$ cat config.mk
export PLATFORM = sky130hd
export DESIGN_NAME = peripheral_page_stack
export DESIGN_NICKNAME = d
export VERILOG_FILES = /design/src/hdl/page_stack_pkg.sv /design/src/hdl/page_ctrl_reg.sv /design/src/hdl/peripheral_page_stack.sv /design/src/hdl/sfr_space_decode.sv
export SDC_FILE = /design/constraint.sdc
export NUM_CORES = 1
export LEC_CHECK = 0
export BUFFER_PORTS_ARGS = -buffer_cell sky130_fd_sc_hd__buf_4
export CAP_MARGIN = 25
export CORE_AREA = 2 2 65 67
export DETAILED_ROUTE_END_ITERATION = 8
export DIE_AREA = 0 0 67 69
export GPL_TIMING_DRIVEN = 0
export HOLD_SLACK_MARGIN = 0.12
export PLACE_DENSITY = 0.78
export SETUP_SLACK_MARGIN = 0.3
export SYNTH_ARGS = -nofsm -noshare
export SYNTH_HDL_FRONTEND = slang
export SYNTH_SLANG_ARGS = --single-unit
$ cat constraint.sdc
create_clock -name CLK -period 2.2 [get_ports CLK]
set_input_delay 0.22 -clock CLK [delete_from_list [all_inputs] [get_ports CLK]]
set_output_delay 0.22 -clock CLK [all_outputs]
set_load 0.005 [all_outputs]
$ cat src/hdl/page_stack_pkg.sv
/*
 * Constants, types and helper functions shared by the special register
 * page stack and its address decoder.
 * Assumes an 8-bit direct address space and one core clock.
 */
package page_stack_pkg;

    typedef logic [7:0] byte_t;

    // ------------------------------------------------------------------
    // Address space
    // ------------------------------------------------------------------
    localparam byte_t       SFR_LOW        = 8'h80;
    localparam byte_t       SFR_HIGH       = 8'hff;
    localparam int unsigned NIB_MSB        = 3;
    localparam logic [3:0]  BIT_NIB_A      = 4'h0;
    localparam logic [3:0]  BIT_NIB_B      = 4'h8;

    // ------------------------------------------------------------------
    // Pages
    // ------------------------------------------------------------------
    localparam byte_t       PAGE_BASE      = 8'h00;
    localparam byte_t       PAGE_ALT       = 8'h0f;
    localparam byte_t       EMPTY_PAGE     = 8'h00;
    localparam byte_t       PAGE_RESET     = 8'h00;
    localparam byte_t       ZERO_BYTE      = 8'h00;

    // ------------------------------------------------------------------
    // Register offsets and fields
    // ------------------------------------------------------------------
    localparam byte_t       ADDR_PAGE_CTRL = 8'h84;
    localparam byte_t       ADDR_STACK_MID = 8'h85;
    localparam byte_t       ADDR_STACK_BOT = 8'h86;
    localparam byte_t       ADDR_PAGE_SEL  = 8'ha7;
    localparam byte_t       PAGE_CTRL_HOME = PAGE_ALT;
    localparam int unsigned AUTO_EN_BIT    = 0;
    localparam logic        AUTO_EN_RESET  = 1'b1;

    typedef struct packed {
        byte_t top;
        byte_t middle;
        byte_t bottom;
    } page_stack_s;

    typedef struct packed {
        logic sfr_sel;
        logic ram_sel;
        logic bit_ok;
        logic page_ok;
    } space_s;

    typedef enum logic [1:0] {
        OP_NONE = 2'b00,
        OP_PUSH = 2'b01,
        OP_POP  = 2'b10
    } stack_op_e;

    function automatic logic in_sfr_space(input byte_t a);
        return (a >= SFR_LOW) && (a <= SFR_HIGH);
    endfunction

    function automatic logic bit_addressable(input byte_t a);
        return in_sfr_space(a) &&
               ((a[NIB_MSB:0] == BIT_NIB_A) || (a[NIB_MSB:0] == BIT_NIB_B));
    endfunction

    function automatic logic page_exists(input byte_t p);
        return (p == PAGE_BASE) || (p == PAGE_ALT);
    endfunction

    // A register answers on its home page, or anywhere if all-pages
    function automatic logic reg_reached(input byte_t a, input byte_t target,
                                         input byte_t page, input byte_t home,
                                         input logic all_pages);
        return (a == target) && (all_pages || (page == home));
    endfunction

endpackage

$ cat src/hdl/page_ctrl_reg.sv
/*
 * Page control register: holds the auto-paging enable.
 * Assumes the write strobe is already qualified by address and page.
 */
`timescale 1ns/1ps
module page_ctrl_reg
    import page_stack_pkg::*;
(
    input  wire logic   clk,
    input  wire logic   arst_n,
    input  wire logic   wr_en,
    input  wire byte_t  wdata,
    output byte_t       rdata,
    output logic        auto_en
);

    logic auto_en_reg;

    // --------------------------------------------------------------
    // Enable bit
    // --------------------------------------------------------------
    always_ff @(posedge clk or negedge arst_n) begin
        if (!arst_n) begin
            auto_en_reg <= AUTO_EN_RESET;
        end else if (wr_en) begin
            auto_en_reg <= wdata[AUTO_EN_BIT];
        end
    end

    assign auto_en = auto_en_reg;

    always_comb begin
        rdata              = ZERO_BYTE;
        rdata[AUTO_EN_BIT] = auto_en_reg;
    end

endmodule // page_ctrl_reg

$ cat src/hdl/peripheral_page_stack.sv
/*
 * Special register page select with a three-entry page stack that
 * follows interrupt entry and return, plus its own register port.
 * Assumes the core gives one-cycle entry and return pulses and a
 * direct-access port whose read data is taken one cycle later.
 */
`timescale 1ns/1ps
module peripheral_page_stack
    import page_stack_pkg::*;
(
    input  wire logic   CLK,
    input  wire logic   ARST_N,
    input  wire byte_t  DIR_ADDR,
    input  wire byte_t  DIR_WDATA,
    input  wire logic   DIR_WR,
    input  wire logic   DIR_RD,
    input  wire logic   DIR_DIRECT,
    input  wire logic   DIR_BIT,
    output byte_t       DIR_RDATA,
    output logic        SFR_SEL,
    output logic        RAM_SEL,
    output logic        BIT_OK,
    input  wire logic   INT_ENTRY,
    input  wire byte_t  INT_PAGE,
    input  wire logic   INT_RETURN,
    output byte_t       CUR_PAGE,
    output logic        PAGE_OK,
    output logic        AUTO_EN
);

    // --------------------------------------------------------------
    // Declarations
    // --------------------------------------------------------------
    page_stack_s stack_reg;
    page_stack_s stack_next;
    stack_op_e   op;
    space_s      space;
    byte_t       ctrl_rdata;
    byte_t       read_value;
    byte_t       rdata_reg;
    logic        auto_en;
    logic        byte_wr;
    logic        byte_rd;
    logic        hit_ctrl;
    logic        hit_sel;
    logic        hit_mid;
    logic        hit_bot;
    logic        wr_ctrl;
    logic        wr_sel;
    logic        wr_mid;
    logic        wr_bot;

    // --------------------------------------------------------------
    // Address decode
    // --------------------------------------------------------------
    sfr_space_decode sfr_space_decode_inst (
        .addr   (DIR_ADDR),
        .page   (stack_reg.top),
        .access (DIR_WR || DIR_RD),
        .direct (DIR_DIRECT),
        .space  (space)
    );

    assign SFR_SEL = space.sfr_sel;
    assign RAM_SEL = space.ram_sel;
    assign BIT_OK  = space.bit_ok;
    assign PAGE_OK = space.page_ok;

    // Own registers are byte-only, so bit-mode accesses are ignored
    assign byte_wr = DIR_WR && space.sfr_sel && !DIR_BIT;
    assign byte_rd = DIR_RD && space.sfr_sel && !DIR_BIT;

    assign hit_ctrl = reg_reached(DIR_ADDR, ADDR_PAGE_CTRL,
                                  stack_reg.top, PAGE_CTRL_HOME, 1'b0);
    assign hit_sel  = reg_reached(DIR_ADDR, ADDR_PAGE_SEL,
                                  stack_reg.top, PAGE_BASE, 1'b1);
    assign hit_mid  = reg_reached(DIR_ADDR, ADDR_STACK_MID,
                                  stack_reg.top, PAGE_BASE, 1'b1);
    assign hit_bot  = reg_reached(DIR_ADDR, ADDR_STACK_BOT,
                                  stack_reg.top, PAGE_BASE, 1'b1);

    assign wr_ctrl = byte_wr && hit_ctrl;
    assign wr_sel  = byte_wr && hit_sel;
    assign wr_mid  = byte_wr && hit_mid;
    assign wr_bot  = byte_wr && hit_bot;

    // --------------------------------------------------------------
    // Page control
    // --------------------------------------------------------------
    page_ctrl_reg page_ctrl_reg_inst (
        .clk     (CLK),
        .arst_n  (ARST_N),
        .wr_en   (wr_ctrl),
        .wdata   (DIR_WDATA),
        .rdata   (ctrl_rdata),
        .auto_en (auto_en)
    );

    assign AUTO_EN = auto_en;

    // --------------------------------------------------------------
    // Stack operation select
    // --------------------------------------------------------------
    // Entry takes priority over a return in the same cycle
    always_comb begin
        if (!auto_en) begin
            op = OP_NONE;
        end else if (INT_ENTRY) begin
            op = OP_PUSH;
        end else if (INT_RETURN) begin
            op = OP_POP;
        end else begin
            op = OP_NONE;
        end
    end

    // --------------------------------------------------------------
    // Stack next state
    // --------------------------------------------------------------
    // Hardware push or pop wins over a software write in the same cycle
    always_comb begin
        stack_next = stack_reg;
        unique case (op)
            OP_PUSH: begin
                stack_next.bottom = stack_reg.middle;
                stack_next.middle = stack_reg.top;
                stack_next.top    = INT_PAGE;
            end
            OP_POP: begin
                stack_next.top    = stack_reg.middle;
                stack_next.middle = stack_reg.bottom;
                stack_next.bottom = EMPTY_PAGE;
            end
            OP_NONE: begin
                if (wr_sel) begin
                    stack_next.top = DIR_WDATA;
                end
                if (wr_mid) begin
                    stack_next.middle = DIR_WDATA;
                end
                if (wr_bot) begin
                    stack_next.bottom = DIR_WDATA;
                end
            end
            default: begin
                stack_next = stack_reg;
            end
        endcase
    end

    // --------------------------------------------------------------
    // Stack storage
    // --------------------------------------------------------------
    always_ff @(posedge CLK or negedge ARST_N) begin
        if (!ARST_N) begin
            stack_reg.top    <= PAGE_RESET;
            stack_reg.middle <= PAGE_RESET;
            stack_reg.bottom <= EMPTY_PAGE;
        end else begin
            stack_reg <= stack_next;
        end
    end

    assign CUR_PAGE = stack_reg.top;

    // --------------------------------------------------------------
    // Read path
    // --------------------------------------------------------------
    // Unmapped or unimplemented locations read as zero
    always_comb begin
        read_value = ZERO_BYTE;
        if (hit_sel) begin
            read_value = stack_reg.top;
        end else if (hit_mid) begin
            read_value = stack_reg.middle;
        end else if (hit_bot) begin
            read_value = stack_reg.bottom;
        end else if (hit_ctrl) begin
            read_value = ctrl_rdata;
        end
    end

    always_ff @(posedge CLK or negedge ARST_N) begin
        if (!ARST_N) begin
            rdata_reg <= ZERO_BYTE;
        end else if (byte_rd) begin
            rdata_reg <= read_value;
        end else begin
            rdata_reg <= ZERO_BYTE;
        end
    end

    assign DIR_RDATA = rdata_reg;
endmodule // peripheral_page_stack

$ cat src/hdl/sfr_space_decode.sv
/*
 * Routes a data access to the special register space or to data RAM
 * and reports whether bit access and the selected page are valid.
 * Assumes the core flags direct addressing and bit-mode accesses.
 */
`timescale 1ns/1ps
module sfr_space_decode
    import page_stack_pkg::*;
(
    input  wire byte_t  addr,
    input  wire byte_t  page,
    input  wire logic   access,
    input  wire logic   direct,
    output space_s      space
);

    // --------------------------------------------------------------
    // Routing
    // --------------------------------------------------------------
    always_comb begin
        space.sfr_sel = access && direct && in_sfr_space(addr);
        space.ram_sel = access && !space.sfr_sel;
        space.bit_ok  = bit_addressable(addr);
        space.page_ok = page_exists(page);
    end

endmodule // sfr_space_decode
Yosys cells after proc, flatten, opt, wreduce, memory -nomap -nowiden
Cells that the tools add are included.
Operators by class
  add/sub/neg operators: 0
  bitwise logic cells: 0
  shift-type cells: 0
  eq/ne operators: 11
  $lt $le $gt $ge: 2
  muxes and demuxes: 12
  reduce and logical (&&, ||, !) cells: 26
  $mul: 0
  divide/modulo/power cells: 0
Operators with widths (number)
  one-hot mux 24 bit (3 select lines): 1
  two-way mux 8 bit: 7
  == test 8 bit, second input constant: 4
  logical AND 1 bit: 14
  == test 8 x 4 -> 1 bit, second input constant: 1
  greater-or-equal comparator 8 bit, second input constant: 1
  less-or-equal comparator 8 bit, second input constant: 1
  zero test 8 bit: 1
  two-way mux 2 bit: 3
  inequality test 2 bit, second input constant: 3
  AND reduction 2 bit: 3
  == test 4 bit, second input constant: 1
  zero test 4 bit: 1
  logical OR 1 bit: 3
  nonzero test 3 bit: 1
  == test 2 x 1 -> 1 bit, second input constant: 1
  == test 2 bit, second input constant: 1
  zero test 1 bit: 2
  zero test 2 bit: 1
  two-way mux 1 bit: 1
Storage, ports and cells
  bits in latches: 0
  memories kept: 0
  RAM bits: 0
  register bits after elaboration: 33
  ROM bits: 0

Depth between registers and ports, before layout
  word-level depth: 8
  depth in mapped cells: 7

Hierarchy
A second synthesis with hierarchy kept.
Second synthesis, totals
  cell total of the unflattened synthesis: 237
  area, all modules: 2249.7 µm²
Modules (own cells, without submodules)
  peripheral_page_stack: instances 1, area each 2095.8 µm², cells an instance 219, sequential area each 800.8 µm²
  page_ctrl_reg: instances 1, area each 105.1 µm², cells an instance 11, sequential area each 26.3 µm²
  sfr_space_decode: instances 1, area each 48.8 µm², cells an instance 7, sequential area each 0.0 µm²

Least setup slack after synthesis
OpenSTA, ideal clock, no wires.
  path type: flip-flop to flip-flop
  from: register page_ctrl_reg_inst.auto_en_reg (netlist: page_ctrl_reg_inst.auto_en)
  to: register stack_reg (netlist bit CUR_PAGE[0])
  period minus slack after synthesis: 1.624 ns
  arrival time: 1.499 ns
  required time: 2.075 ns
  buffers on the path: 2
  library setup time: 0.125 ns
  cell stages (with the launch flop): 6
  slack: 0.576 ns
  path through: dfstp_2 > buf_2 > o21ai_4 > buf_2 > a22o_1 > mux2_2
On the way
  longest elaborated chain between the ends: 4
Ends and longest elaborated chain
  start: declaration: line page_ctrl_reg.sv:17  | logic auto_en_reg;
  start signal: assignment: line page_ctrl_reg.sv:26  | auto_en_reg <= wdata[AUTO_EN_BIT];
  two-way mux 2 bit *: line peripheral_page_stack.sv:106  | if (!auto_en) begin
  == test 2 bit, or another cell as far along: line peripheral_page_stack.sv:123  | unique case (op)
  nonzero test 3 bit (no source line) or inequality test 2 bit (tied branches)
  AND reduction 2 bit (no source line)
  end signal: assignment: line peripheral_page_stack.sv:160  | stack_reg <= stack_next;
  end: declaration: line peripheral_page_stack.sv:34  | page_stack_s stack_reg;
Mark *: on every way between the ends. The rest lies on a longest branch, timed or not.
A chain may end at the register's enable or synchronous reset.

Final worst setup path
  from: register stack_reg (netlist bit CUR_PAGE[2])
  to: output PAGE_OK
On the way
  longest elaborated chain between the ends: 2
Ends and longest elaborated chain
  == test 8 x 4 -> 1 bit or zero test 8 bit (tied branches): line page_stack_pkg.sv:68  | return (p == PAGE_BASE) || (p == PAGE_ALT);
  logical OR 1 bit *: line page_stack_pkg.sv:68
  end: declaration: line peripheral_page_stack.sv:27  | output logic PAGE_OK,
Marked as above.

==> reports/qor.log <==
qor: place.globalplace.congestion 0.8059
qor: pwr.share_comb_of_total_power 14.4%
qor: worst_hold_path.hold_path_class in -> reg
qor: yosys.synth.area.top_cells sky130_fd_sc_hd__dfrtp_1 (40%), sky130_fd_sc_hd__a22o_1 (20%), sky130_fd_sc_hd__mux2_2 (12%), sky130_fd_sc_hd__buf_4 (4.1%), sky130_fd_sc_hd__o21ai_4 (3.2%)
qor: yosys.synth_commonest_cells sky130_fd_sc_hd__a22o_1 (45), sky130_fd_sc_hd__dfrtp_1 (32), sky130_fd_sc_hd__mux2_2 (21)
qor: routing.final_antenna_net_count 0
qor: die.floorplan.die.height 69 um
qor: sta.slew-limit-headroom 63.40%
qor: place.io_buffer_count 51
qor: routing.detailed_route_wire_length_per_cell 17.79 um
qor: pwr.power.leakage 1.237 nW
qor: yosys.yosysSeqAreaShare 41.13%
qor: yosys.synthDominantCellAreaShare 39.83%
qor: global_routing.first_pass_grt_wire_length 8493 um
qor: yosys.yosys.area.top_type sky130_fd_sc_hd__dfrtp_1
qor: place.place.detailed.hpwl 3526 um
qor: global_routing.grt_pass1_vias 1,747
qor: yosys.synth_flop_cell sky130_fd_sc_hd__dfrtp_1
qor: yosys.post_synthesis_cell_area 2011 um^2
qor: routing.via_per_inst 6.081
qor: cts.ctsLongestPathBuffers 2
qor: cts.numClockSinks 33
qor: die.floorplan.initialDensity 51.37%
qor: final_layout.areaGrowthSynthToFinish 27.13%
qor: die.floorplan.die.width 67 um
qor: global_routing.globalRoute.totalOverflow 0
qor: yosys.syn_nets 206
qor: global_routing.maximum_number_of_pins_on_one_net_before_global_route_repair 34
qor: final_layout.finish.net_count 265
qor: pwr.p_sw_share 23.89%
qor: global_routing.groute.usage.overall 24.30%
qor: final_layout.multi_input_gate_area 1055 um^2
qor: sta.finalMaxSlewViolations 0
qor: final_layout.num_antenna_cells 0
qor: yosys.synth.most_common_cell sky130_fd_sc_hd__a22o_1
qor: yosys.synthesis_stage_register_bit_count 33
qor: sta.skew 0.005465 ns
qor: yosys.postSynthCellCount 174
qor: cts.clk_pin_slew 0.07 ns
qor: worst_setup_path.startpoint_type flip-flop
qor: cts.clock_insertion_delay_worst_skew 0.28 ns
qor: routing.sum_of_routed_wire_length_over_all_layers 5035 um
qor: run.maxCapViolCount 0
qor: yosys.synth_edf_count 0
qor: sta.timing.setup.tns 0 ns
qor: cts.cts_tree yes
qor: final_layout.ff_latch_area 828.3 um^2
qor: yosys.asyncSetResetFlopFracSynth 100.0%
qor: pwr.worst_ir_drop_vdd 0.2937 mV
qor: sta.final_min_period_over_clock_period 83.00%
qor: worst_setup_path.crit_path_max_fanout 6
qor: sta.final-hold-violation-count 0
qor: cts.h_tree_levels 2
qor: worst_setup_path.crit_path_top_delay_cell sky130_fd_sc_hd__or4_1
qor: final_layout.fillCellCount 342
qor: place.dpl.cell_count 275
qor: routing.routed-via-count 1,721
qor: final_layout.largest_register_ffs 16
qor: routing.dr.first_iter.drc_count 126
qor: cts.cts_root_buf sky130_fd_sc_hd__clkbuf_8
qor: yosys.netlist-cell-type-count 34
qor: sta.max_slew.worst_pin.slew 0.5490 ns
qor: routing.first_pass_iters 4
qor: die.rows 23
qor: global_routing.number_of_antenna_violations_at_the_first_check_in_global_routing 0
qor: pwr.power.net_switching 0.3037 mW
qor: yosys.ys_warn_count 0
qor: worst_setup_path.critical_path_buf_inv_count 1
qor: sta.clock.fmax 0.5476 GHz
qor: worst_setup_path.path_delay_family simple AND/OR/NAND/NOR gates
qor: status.status complete, no violations
qor: final_layout.drive_above_1_share 46.78%
qor: final_layout.stdcell_count 283
qor: cts.numCtsBuffers 5
qor: sta.grt_setup_unrepaired no
qor: sta.setup-violations-final 0
qor: pwr.power.clock.fraction 36.2%
qor: die.die_area 4623 um^2
qor: die.design.portCount 53
qor: worst_setup_path.critical_path.endpoint_type output pin
qor: sta.timing.hold.ws 0.1951 ns
qor: routing.drc_errors 0
qor: pwr.p_seq_share 49.4%
qor: pwr.power_report.internal_total 0.9673 mW
qor: die.floorplan.core_area 3914 um^2
qor: sta.fin_crit 1.826 ns
qor: pwr.cellPowerDensity 497.2 nW/um^2
qor: worst_setup_path.setup.worst_path.class reg -> out
qor: worst_setup_path.crit_chain or4_1 > a21oi_1 > buf_4
qor: yosys.syn-mean-instance-area 11.56 um^2
qor: worst_setup_path.worst_endpoint_required_time 1.98 ns
qor: worst_setup_path.crit_path_dat 1.61 ns
qor: worst_setup_path.critical-path-max-stage-delay 0.53 ns
==> routing by layer <==
layer	wire length, um	track usage [%]
met5	0	0
met1	2050	33.44
met4	93	8.617
met3	447	6.688
met2	2443	36.41
==> cell families after synthesis <==
| group | share of synthesized area [%] |
|---|---|
| compound gates | 27.69 |
| buf+inv | 6.409 |
| flops | 41.13 |
| mux | 14.00 |
| simple gates | 10.77 |
==> worst paths after layout <==
kind	start	to	slack, ns	depth (start not counted)
min in group asynchronous	ARST_N	CUR_PAGE[5]	0.42	2
max in group asynchronous	ARST_N	page_ctrl_reg_inst.auto_en	1.44	2
worst min register to register	stack_reg[1]	stack_reg[1]	0.54	1
worst max-delay path	CUR_PAGE[2]	PAGE_OK	0.37	3
worst min-delay path	DIR_WDATA[0]	page_ctrl_reg_inst.auto_en	0.20	2
worst max register to register	page_ctrl_reg_inst.auto_en	CUR_PAGE[0]	0.44	5
==> area by class of cell <==
cell class                      count  area share, %
Inverter                            1         0.1468
Timing Repair Buffer               52          15.37
Buffer                             19          4.993
Multi-Input combinational cell    121          41.26
Clock buffer                        7          3.377
Sequential cell                    33          32.40
Tap cell                           50          2.447
==> per-stage QoR <==
stage / power [mW] / area, um^2 / utilization [%] / setup WS, ns
final: 1.271 / 2556 / 65.31 / 0.3740
after CTS: 1.274 / 2552 / 65.22 / 0.3392
after detailed placement: 0.8209 / 2456 / 62.76 / 0.3792
after global routing: 1.327 / 2556 / 65.31 / 0.3149
after global placement: 0.8189 / 2456 / 62.76 / 0.3842
after floorplan: 0.7246 / 2011 / - / 0.5764
==> power groups by stage <==
stage          sequential, mW  combinational (mW)  clock [mW]
2_1_floorplan           0.635              0.0900           0
3_3_place_gp            0.638               0.181           0
3_5_place_dp            0.638               0.183           0
4_1_cts                 0.627               0.185       0.462
5_1_grt                 0.629               0.201       0.497
6_report                0.627               0.183       0.460
==> what timing repair did <==
item | in CTS | in global routing
endpoints found under the hold margin | 32 | 0
hold buffers | 1 | 0
setup endpoints to repair | 0 | 6
setup buffers | 0 | 0
resized for setup | 0 | 2
==> cell usage in the layout, fill, tap and decap left out, types with 3 or more instances in the layout <==
master / synthesis / layout
sky130_fd_sc_hd__clkbuf_1: 2 / 3
sky130_fd_sc_hd__buf_4: 11 / 62
sky130_fd_sc_hd__clkbuf_8: 0 / 6
sky130_fd_sc_hd__dfrtp_1: 32 / 31
sky130_fd_sc_hd__a22o_1: 45 / 45
sky130_fd_sc_hd__mux2_2: 21 / 21
sky130_fd_sc_hd__a22oi_1: 8 / 8
sky130_fd_sc_hd__nor3_1: 4 / 4
sky130_fd_sc_hd__buf_2: 4 / 3
sky130_fd_sc_hd__nor2_1: 9 / 9
sky130_fd_sc_hd__a21oi_1: 3 / 3
sky130_fd_sc_hd__a21o_1: 3 / 3
sky130_fd_sc_hd__mux2_1: 4 / 4
sky130_fd_sc_hd__nand2_1: 4 / 4
sky130_fd_sc_hd__o21ai_4: 4 / 4
(Power assumes the default switching activity.)
